===== config.mk =====
export PLATFORM = sky130hd
export DESIGN_NAME = ursf_top
export DESIGN_NICKNAME = d
export VERILOG_FILES = /design/src/hw/ursf_pkg.sv /design/src/hw/ursf_top.sv
export SDC_FILE = /design/constraint.sdc
export NUM_CORES = 1
export LEC_CHECK = 0
export BUFFER_PORTS_ARGS = -buffer_cell sky130_fd_sc_hd__buf_2
export CAP_MARGIN = 20
export CORE_MARGIN = 3
export CORE_UTILIZATION = 40
export CTS_CLUSTER_DIAMETER = 200
export DETAILED_ROUTE_END_ITERATION = 6
export PLACE_DENSITY = 0.57
export SLEW_MARGIN = 20
export SYNTH_ARGS = -nofsm -noshare
export SYNTH_HDL_FRONTEND = slang
export SYNTH_SLANG_ARGS = --single-unit

===== constraint.sdc =====
create_clock -name SYS_CLK -period 3.65 [get_ports SYS_CLK]
set_input_delay 0.365 -clock SYS_CLK [delete_from_list [all_inputs] [get_ports SYS_CLK]]
set_output_delay 0.365 -clock SYS_CLK [all_outputs]
set_load 0.02 [all_outputs]

===== src/hw/ursf_pkg.sv =====
package ursf_pkg;

  // ----------------------------------------------------------------
  // Register byte offsets
  // ----------------------------------------------------------------
  localparam logic [7:0] ADDR_STATUS = 8'h00;
  localparam logic [7:0] ADDR_RXDATA = 8'h04;
  localparam logic [7:0] ADDR_FORMAT = 8'h08;
  localparam logic [7:0] ADDR_BAUD = 8'h0C;
  localparam logic [7:0] ADDR_INT_STAT = 8'h10;
  localparam logic [7:0] ADDR_INT_MASK = 8'h14;

  // ----------------------------------------------------------------
  // Field positions of uart_status_control
  // ----------------------------------------------------------------
  localparam int BIT_ADDR_DET = 5;
  localparam int BIT_RX_IDLE = 4;
  localparam int BIT_PAR_ERR = 3;
  localparam int BIT_FRM_ERR = 2;
  localparam int BIT_OVR_ERR = 1;
  localparam int BIT_RXDA = 0;

  // ----------------------------------------------------------------
  // Frame formats
  // ----------------------------------------------------------------
  localparam logic [1:0] FMT_8N = 2'h0;
  localparam logic [1:0] FMT_8E = 2'h1;
  localparam logic [1:0] FMT_8O = 2'h2;
  localparam logic [1:0] FMT_9N = 2'h3;

  // ----------------------------------------------------------------
  // Interrupt event bits
  // ----------------------------------------------------------------
  localparam int EV_RXCHAR = 0;
  localparam int EV_PAR_ERR = 1;
  localparam int EV_FRM_ERR = 2;
  localparam int EV_OVR_ERR = 3;
  localparam int EV_W = 4;

  // ----------------------------------------------------------------
  // Values after reset
  // ----------------------------------------------------------------
  localparam logic [15:0] BAUD_RST = 16'h06C8;
  localparam logic [1:0] FMT_RST = FMT_8N;
  localparam logic ADDR_DET_RST = 1'b0;
  localparam logic [EV_W-1:0] MASK_RST = 4'h0;

endpackage


===== src/hw/ursf_top.sv =====
`timescale 1ns/1ps
// Overview of operation
// - Address detect acts only in 9-bit frames
// - Idle flag high unless a character arrives
// - Parity flag reflects head FIFO character
// - Framing flag reflects head FIFO character
// - Overrun set on arrival into full buffer
// - Clearing overrun flushes buffer and shift register
// - Data-available high while buffer holds characters
module ursf_top
  import ursf_pkg::*;
#(
  parameter int DEPTH = 4
)
(
  input wire logic SYS_CLK, // 200 MHz clock
  input wire logic SRST, // Synchronous reset, active high
  input wire logic RXD, // Serial receive pin, idle high
  input wire logic PSEL, // APB select
  input wire logic PENABLE, // APB enable
  input wire logic PWRITE, // APB direction
  input wire logic [7:0] PADDR, // APB byte address
  input wire logic [31:0] PWDATA, // APB write data
  output logic [31:0] PRDATA, // APB read data
  output logic PREADY, // APB ready
  output logic PSLVERR, // APB error on unmapped address
  output logic IRQ // Level interrupt
);

  localparam int AW = $clog2(DEPTH);
  localparam logic [AW:0] DEPTH_C = (AW + 1)'(DEPTH);

  typedef enum logic [2:0] {RX_IDLE, RX_START, RX_DATA, RX_PAR, RX_STOP} ursf_rx_t;

  typedef struct packed {
    logic sync1;
    logic sync2;
    ursf_rx_t st;
    logic [15:0] cnt;
    logic [3:0] bitn;
    logic [8:0] sh;
    logic par_bit;
    logic [DEPTH-1:0][10:0] mem;
    logic [AW-1:0] wp;
    logic [AW-1:0] rp;
    logic [AW:0] count;
    logic addr_det;
    logic [1:0] mode;
    logic [15:0] baud;
    logic ovr_err;
    logic [EV_W-1:0] int_stat;
    logic [EV_W-1:0] int_mask;
    logic [31:0] prdata;
    logic pslverr;
    logic pop_pend;
  } ursf_state_t;

  ursf_state_t r;
  ursf_state_t n;

  // ----------------------------------------------------------------
  // Helpers
  // ----------------------------------------------------------------
  function automatic logic [15:0] bit_time(input logic [15:0] b);
    bit_time = (b == 16'h0000) ? 16'h0000 : b - 16'h0001;
  endfunction

  function automatic logic [AW-1:0] ptr_inc(input logic [AW-1:0] p);
    ptr_inc = (p == AW'(DEPTH - 1)) ? '0 : p + AW'(1);
  endfunction

  function automatic logic is_reg(input logic [7:0] a, input logic [7:0] off);
    is_reg = (a == off);
  endfunction

  logic setup;
  logic access;
  logic mode9;
  logic has_par;
  logic done;
  logic discard;
  logic full;
  logic par_err_c;
  logic frm_err_c;
  logic ovf_evt;
  logic ovr_clr;
  logic push;
  logic pop;
  logic rxda;
  logic receiver_idle_flag;
  logic [10:0] head;
  logic stat_par_err;
  logic stat_frm_err;
  logic mapped;
  logic [31:0] status_word;
  logic [31:0] rdata_c;
  logic [EV_W-1:0] ev;

  assign setup = PSEL && !PENABLE;
  assign access = PSEL && PENABLE;
  assign mode9 = (r.mode == FMT_9N);
  assign has_par = (r.mode == FMT_8E) || (r.mode == FMT_8O);
  assign done = (r.st == RX_STOP) && (r.cnt == 16'h0000);
  assign discard = r.addr_det && mode9 && !r.sh[8];
  assign full = (r.count == DEPTH_C);
  assign par_err_c = has_par && ((^r.sh[7:0] ^ r.par_bit) != (r.mode == FMT_8O));
  assign frm_err_c = !r.sync2;
  assign ovf_evt = done && !discard && full;
  // A clear that meets a new overrun is ignored, so the overrun is kept
  assign ovr_clr = access && PWRITE && is_reg(PADDR, ADDR_STATUS) && !PWDATA[BIT_OVR_ERR]
    && r.ovr_err && !ovf_evt;
  assign push = done && !discard && !full && !ovr_clr;
  assign pop = access && !PWRITE && is_reg(PADDR, ADDR_RXDATA) && r.pop_pend;
  assign rxda = (r.count != '0);
  assign receiver_idle_flag = (r.st == RX_IDLE);
  assign head = r.mem[r.rp];
  assign stat_par_err = rxda && head[10];
  assign stat_frm_err = rxda && head[9];
  assign ev = {ovf_evt, push && frm_err_c, push && par_err_c, push};

  assign mapped = is_reg(PADDR, ADDR_STATUS) || is_reg(PADDR, ADDR_RXDATA)
    || is_reg(PADDR, ADDR_FORMAT) || is_reg(PADDR, ADDR_BAUD)
    || is_reg(PADDR, ADDR_INT_STAT) || is_reg(PADDR, ADDR_INT_MASK);

  always_comb
  begin
    status_word = 32'h0000_0000;
    status_word[BIT_ADDR_DET] = r.addr_det;
    status_word[BIT_RX_IDLE] = receiver_idle_flag;
    status_word[BIT_PAR_ERR] = stat_par_err;
    status_word[BIT_FRM_ERR] = stat_frm_err;
    status_word[BIT_OVR_ERR] = r.ovr_err;
    status_word[BIT_RXDA] = rxda;
    case (PADDR)
      ADDR_STATUS: rdata_c = status_word;
      ADDR_RXDATA: rdata_c = rxda ? {23'h000000, head[8:0]} : 32'h0000_0000;
      ADDR_FORMAT: rdata_c = {30'h0000_0000, r.mode};
      ADDR_BAUD: rdata_c = {16'h0000, r.baud};
      ADDR_INT_STAT: rdata_c = {28'h000_0000, r.int_stat};
      ADDR_INT_MASK: rdata_c = {28'h000_0000, r.int_mask};
      default: rdata_c = 32'h0000_0000;
    endcase
  end

  // ----------------------------------------------------------------
  // Next state
  // ----------------------------------------------------------------
  always_comb
  begin
    n = r;
    n.sync1 = RXD;
    n.sync2 = r.sync1;

    // Receiver: one counter paces half a bit to the start centre, then whole bits
    case (r.st)
      RX_IDLE:
      begin
        if (!r.sync2)
        begin
          n.st = RX_START;
          n.cnt = r.baud >> 1;
          n.sh = '0;
        end
      end
      RX_START:
      begin
        if (r.cnt != 16'h0000)
          n.cnt = r.cnt - 16'h0001;
        else if (!r.sync2)
        begin
          n.st = RX_DATA;
          n.cnt = bit_time(r.baud);
          n.bitn = 4'h0;
        end
        else
          n.st = RX_IDLE;
      end
      RX_DATA:
      begin
        if (r.cnt != 16'h0000)
          n.cnt = r.cnt - 16'h0001;
        else
        begin
          n.sh[r.bitn] = r.sync2;
          n.cnt = bit_time(r.baud);
          n.bitn = r.bitn + 4'h1;
          if (r.bitn == (mode9 ? 4'h8 : 4'h7))
            n.st = has_par ? RX_PAR : RX_STOP;
        end
      end
      RX_PAR:
      begin
        if (r.cnt != 16'h0000)
          n.cnt = r.cnt - 16'h0001;
        else
        begin
          n.par_bit = r.sync2;
          n.cnt = bit_time(r.baud);
          n.st = RX_STOP;
        end
      end
      RX_STOP:
      begin
        if (r.cnt != 16'h0000)
          n.cnt = r.cnt - 16'h0001;
        else
          n.st = RX_IDLE;
      end
      default: n.st = RX_IDLE;
    endcase

    // Receive buffer
    if (push)
    begin
      n.mem[r.wp] = {par_err_c, frm_err_c, r.sh};
      n.wp = ptr_inc(r.wp);
    end
    if (pop)
      n.rp = ptr_inc(r.rp);
    n.count = r.count + (AW + 1)'(push) - (AW + 1)'(pop);

    n.ovr_err = ovf_evt || (r.ovr_err && !ovr_clr);
    if (ovr_clr)
    begin
      // Flush drops the character in flight too, so a partial frame is not kept
      n.wp = '0;
      n.rp = '0;
      n.count = '0;
      n.st = RX_IDLE;
      n.sh = '0;
      n.cnt = 16'h0000;
      n.bitn = 4'h0;
    end

    // APB: read data is captured in the setup cycle, pop happens at the access edge
    if (setup)
    begin
      n.prdata = rdata_c;
      n.pslverr = !mapped;
      n.pop_pend = !PWRITE && is_reg(PADDR, ADDR_RXDATA) && rxda;
    end

    n.int_stat = r.int_stat | ev;
    if (access && PWRITE)
    begin
      case (PADDR)
        ADDR_STATUS: n.addr_det = PWDATA[BIT_ADDR_DET];
        ADDR_FORMAT: n.mode = PWDATA[1:0];
        ADDR_BAUD: n.baud = PWDATA[15:0];
        ADDR_INT_STAT: n.int_stat = (r.int_stat & ~PWDATA[EV_W-1:0]) | ev;
        ADDR_INT_MASK: n.int_mask = PWDATA[EV_W-1:0];
        default: n.int_mask = r.int_mask;
      endcase
    end
  end

  always_ff @(posedge SYS_CLK)
  begin
    if (SRST)
    begin
      r <= '0;
      r.sync1 <= 1'b1;
      r.sync2 <= 1'b1;
      r.st <= RX_IDLE;
      r.baud <= BAUD_RST;
      r.mode <= FMT_RST;
      r.addr_det <= ADDR_DET_RST;
      r.int_mask <= MASK_RST;
    end
    else
      r <= n;
  end

  assign PRDATA = r.prdata;
  assign PSLVERR = r.pslverr;
  assign PREADY = access;
  assign IRQ = |(r.int_stat & r.int_mask);
endmodule


==> results of run 1 <==
-- Yosys cell counts (all sizes together) (11+ instances only) --
cell type	number
buf	40
mux4	11
a21oi	109
nand3	20
nand3b	12
clkbuf	55
dfxtp	132
nand4	11
nor3	27
nor2	66
mux2i	14
nor4	15
ha	16
o21ai	39
nand2	169
inv	20
xnor2	19
-- metrics by stage --
stage | std cells | util | hold WS [ns] | setup WS (ns)
2_1_floorplan | 937 | - | 0.389 | 0.998
3_3_place_gp | 1131 | 0.427 | 0.438 | 0.671
3_5_place_dp | 1131 | 0.427 | 0.442 | 0.670
4_1_cts | 1163 | 0.461 | 0.104 | 0.642
5_1_grt | 1163 | 0.461 | 0.103 | 0.435
6_report | 1163 | 0.461 | 0.118 | 0.638
-- state kept, by name (all words and copies together) (netlist names) --
| register | flops |
|---|---|
| PSLVERR | 1 |
| r | 114 |
| PRDATA | 16 |
| n | 1 |
-- path summary, 6_finish.rpt --
kind,end,slack (ns)
max,r[64],0.64
min,n[146],0.12
max reg2reg,r[64],0.64
min reg2reg,PRDATA[9],0.45
-- where the power goes --
group	switching, W	internal, W	total, W
sequential	0.000141	0.00151	0.00165
clock	0.000698	0.00109	0.00179
combinational	0.000940	0.000509	0.00145
total	0.00178	0.00311	0.00489
-- cell families after synthesis --
group	after synthesis	share of synthesized area
muxes	30	0.0608
AOI/OAI and AO/OA	222	0.185
DFF	132	0.362
buffers and inverters	115	0.0778
and+or+nand+nor	378	0.252
xor gates and xnor gates	26	0.0312
adders and majority gates	18	0.0315
other	1	0.000514
-- final cells by class --
| type | count | share of cell area |
|---|---|---|
| multi-input cells | 690 | 0.511 |
| flip-flops and latches | 132 | 0.326 |
| clock buffers | 19 | 0.0533 |
| repair buffers | 64 | 0.0444 |
| well taps | 225 | 0.0347 |
| clock inverters | 13 | 0.0216 |
| inverters | 20 | 0.00925 |
-- critical path: cells and delay by family, from the launching register on --
family        cells  cell delay (ns)
flops             1             0.41
xor+xnor          1             0.16
buf+inv           1             0.04
fa+ha+maj         3             0.85
simple gates      5             1.44
-- per-layer routing --
layer,vias to the layer above,share of wire,wire length (µm),GRT usage
met3,28,0.059,1250,0.0465
li1,3231,-,-,-
met1,3213,0.47,9970,0.307
met5,-,0,0,0
met4,0,0.012,261,0.0561
met2,192,0.46,9640,0.327
==> flow_summary.ini, run 1 <==
[status]
status = finished, final reports clean

[route]
drtIter0Drc = 511
wire_per_inst_um = 18.2
drt_pre_antenna_iters = 7
viasPerCell = 5.73
ant_nets = 0
wirelength_mm = 21.1
via_count = 6664
drc_errors = 0

[synth]
yosysUniqueCellTypes = 72
synth_area_um2 = 7300
ys_warn_count = 0
synth.area.top_cells = dfxtp_1 36%, nand2_1 8.7%, a21oi_1 7.5%
seq_area_frac_synth = 0.362
synth_edf_count = 0
synth_ff_type = dfxtp_1
netlist_instances = 922
yosysTopAreaCellShare = 0.362
synth-seq-cells = 132
async_flop_share = 0
synth_area_per_cell_um2 = 7.92
yosys.area.top_type = dfxtp_1

[final_layout]
nNetsFinal = 988
multi_input_area_um2 = 4150
layout_common_cells = 169 x nand2_1, 132 x dfxtp_1, 109 x a21oi_1
final_common_cell = nand2_1
regArea_um2 = 2640
diodes = 0
area_growth_pct = 11.1
design_area_um2 = 8120
drive_gt1_frac = 0.130
fillers = 1763

[timing]
setup_tns_ns = 0
worstMarginPinSlew_ns = 1.07
post-route-period-util = 0.825
rsz0062_at_grt = false
slew_headroom = 0.286
finalSetupViolCount = 0
slew_viol_final = 0
layout_min_cycle_time_ns = 3.01
finalHoldViolations = 0
fin_skew_ns = 0.00572
max_freq_mhz = 332

[power]
power.static_leakage_nw = 2.95
vdd_ir_drop_max_mv = 0.482
pwr_density_cell_nw_per_um2 = 602
finalPower_w = 0.00489

[worst_setup_path]
critPathMaxFanout = 9
cp_slowest_cell = nor4_4
cp-end-kind = register
cp-startpoint = r[132]
start_kind = register
critPathMostFrequentCell = ha_1
cp.arrival_ns = 3.33
worstReg2RegStart = r[132]
crit_required_ns = 3.96
path_class = register to register
reg2reg_depth = 10
crit_chain = nor4_4, nand4_2, nor4_2, nand3_1, ha_1, inv_1, ha_1, fa_1, xnor2_1, nor2_1
slowest_delay_ns = 0.57

[hold_path]
whs_path_depth = 2
hold_path_startpoint = RXD
hold_class = primary input to register

[cts]
cts_buffers = 17
clkTransAtPathRegs_ns = 0.06
post_cts_buffers = 0
cts_tree = yes
cts_sinks = 132
htreeDepth = 4
cts_root_buf = clkbuf_16
ctsLongestPathBuffers = 2
ctsHoldBuffers = 0
clock_latency_ns = 0.43
cts_resized = 0

[global_routing]
antenna_found_initial = 0
grt_overflow = 0
grt_use_total = 0.214
grt_first_pass_wirelength_mm = 34.0
grt_pass1_vias = 6090
grt_max_degree = 92

[floorplanning]
dieWidth_um = 141
die_h_um = 141
ioPinCount = 81
initial_core_util = 0.415
coreArea_um2 = 17600
rows = 48
die_area_um2 = 19900

[placement]
placed_area_um2 = 7510
dp_hpwl_mm = 14.7
portBuffers = 48
gp_congestion = 0.904

[job]
maxCapViolCount = 0
Note: power is estimated with default switching activity, not from simulation.
==> run 2, diff against run 1 <==
--- a/config.mk
+++ b/config.mk
@@ -5,6 +5,7 @@
 export SDC_FILE = /design/constraint.sdc
 export NUM_CORES = 1
 export LEC_CHECK = 0
+export ABC_AREA = 1
 export BUFFER_PORTS_ARGS = -buffer_cell sky130_fd_sc_hd__buf_2
 export CAP_MARGIN = 20
 export CORE_MARGIN = 3
==> constraint.sdc (replaced) <==
create_clock -name SYS_CLK -period 2.9 [get_ports SYS_CLK]
set_input_delay 0.29 -clock SYS_CLK [delete_from_list [all_inputs] [get_ports SYS_CLK]]
set_output_delay 0.29 -clock SYS_CLK [all_outputs]
set_load 0.02 [all_outputs]
==> flow_summary.ini, run 2 <==
[status]
status = finished, final reports clean

[worst_setup_path]
path_class = register to register
start_kind = register
worstReg2RegStart = r[127]
slowest_delay_ns = 0.37
crit_chain = inv_1, ha_1, nand4_1, nor2_4, nand4_4, nor2_8, inv_1, ha_1, inv_1, ha_1, fa_1, xor2_1, nor2_1
crit_required_ns = 3.22
cp.arrival_ns = 2.96
cp-startpoint = r[127]
cp_slowest_cell = fa_1
critPathMaxFanout = 5
cp-end-kind = register

[synth]
synth.area.top_cells = dfxtp_1 32%, nand2_1 16%, nor2_1 8.9%
synth_ff_type = dfxtp_1
async_flop_share = 0
yosysMostFrequentCell = nand2_1
synthTopCellsByCount = 342 x nand2_1, 196 x nor2_1, 174 x inv_1, 132 x dfxtp_1, 99 x a21oi_1
synth_area_per_cell_um2 = 6.23
ys_warn_count = 0
seq_area_frac_synth = 0.320
yosysTopAreaCellShare = 0.320
netlist_instances = 1323
yosysUniqueCellTypes = 42
yosys.area.top_type = dfxtp_1
synth_area_um2 = 8250
synth_edf_count = 0
synth-seq-cells = 132

[power]
pwr_density_cell_nw_per_um2 = 567
p_int_w = 0.00342
power.static_leakage_nw = 4.39
p_clk_frac = 0.416
power_frac_seq = 0.375
p_sw_frac = 0.334
vdd_ir_drop_max_mv = 0.320
combPwrFrac = 0.209
switchingPower_w = 0.00171

[final_layout]
design_area_um2 = 9060
area_growth_pct = 9.86
drive_gt1_frac = 0.0996
largest-register = r
largest_reg_flops = 114
diodes = 0
final_common_cell = nand2_1
layout_common_cells = 342 x nand2_1, 195 x nor2_1, 173 x inv_1
nNetsFinal = 1405

[floorplanning]
dieWidth_um = 150
coreArea_um2 = 19800
die_h_um = 150
rows = 51
initial_core_util = 0.416
die_area_um2 = 22400
ioPinCount = 81

[cts]
ctsLongestPathBuffers = 2
ctsHoldBuffers = 0
cts_tree = yes
cts_sinks = 132
htreeDepth = 4
clock_latency_ns = 0.43
cts_root_buf = clkbuf_16
cts_resized = 0
post_cts_buffers = 0
clkTransAtPathRegs_ns = 0.06
cts_buffers = 17

[timing]
max_freq_mhz = 378
setup_tns_ns = 0
fin_ws_ns = 0.257
finalHoldViolations = 0
slew_headroom = 0.592
worstMarginPinSlew_ns = 0.610
layout_min_cycle_time_ns = 2.64
finalSetupViolCount = 0
slew_viol_final = 0
rsz0062_at_grt = false
post-route-period-util = 0.911
fin_skew_ns = 0.0104

[route]
via_count = 7859
drc_errors = 0
wirelength_mm = 22.7
ant_nets = 0
drtIter0Drc = 484
viasPerCell = 4.85
drt_pre_antenna_iters = 4
wire_per_inst_um = 14.0

[placement]
gp_congestion = 0.917
portBuffers = 48
place_ws_ns = 0.256
placed_area_um2 = 8480
dp_hpwl_mm = 16.6

[global_routing]
grt_pass1_vias = 7194
grt_overflow = 0
grt_first_pass_wirelength_mm = 37.2
antenna_found_initial = 0
grt_use_total = 0.208
grt_max_degree = 41

[hold_path]
hold_class = primary input to register
hold_path_startpoint = RXD

[job]
maxCapViolCount = 0
[run 2: worst max-delay path: cells and delay by family, from the launching register on]
family	cells	cell delay (ns)
fa+ha+maj	4	1.05
xor+xnor	1	0.16
buf+inv	3	0.23
flops	1	0.31
simple gates	5	0.79
[run 2: cells by family (layout without fill, tap and decap cells)]
group,count (synthesis),count (layout),synth area share
other,1,16,0.000455
adder cells (fa/ha/maj),17,17,0.0267
AND/OR/NAND/NOR,686,686,0.354
XOR/XNOR,19,19,0.0202
buffers and inverters,263,280,0.148
flip-flops,132,132,0.320
AO/OA/AOI/OAI,205,205,0.130
[run 2: power groups by stage]
stage	clock, W	combinational (W)	sequential [W]
floorplan	0	0.000861	0.00196
global placement	0	0.00106	0.00197
detailed placement	0	0.00106	0.00197
CTS	0.00218	0.00107	0.00193
global route	0.00227	0.00122	0.00194
finish	0.00213	0.00107	0.00193
[run 2: path summary, 6_finish.rpt]
path / endpoint / slack [ns] / cells past startpoint
max: r[64] / 0.26 / 13
min reg2reg: r[146] / 0.41 / 1
min: n[146] / 0.05 / 2
max reg2reg: r[64] / 0.26 / 13
[run 2: layout make-up]
| class | instances | area, µm² |
|---|---|---|
| inverter | 180 | 676 |
| tap | 265 | 332 |
| clock inverter | 14 | 141 |
| timing repair buffer | 68 | 390 |
| multi-input combinational | 943 | 4440 |
| sequential | 132 | 2640 |
| clock buffer | 18 | 439 |
| fill | 2136 | 10800 |
[run 2: per-layer routing]
metal | up-vias | wire length (µm) | GRT usage
met3 | 34 | 907 | 0.0366
met4 | 0 | 516 | 0.0636
li1 | 4148 | - | -
met2 | 143 | 10800 | 0.345
met5 | - | 0 | 0
met1 | 3534 | 10400 | 0.278
[run 2: stage by stage]
step	hold WS (ns)	cells	total power [W]	util
2_1_floorplan	0.389	1338	0.00282	-
3_3_place_gp	0.392	1588	0.00303	0.427
3_5_place_dp	0.402	1588	0.00303	0.427
4_1_cts	0.0357	1620	0.00518	0.457
5_1_grt	0.0453	1620	0.00542	0.457
6_report	0.0457	1620	0.00514	0.457
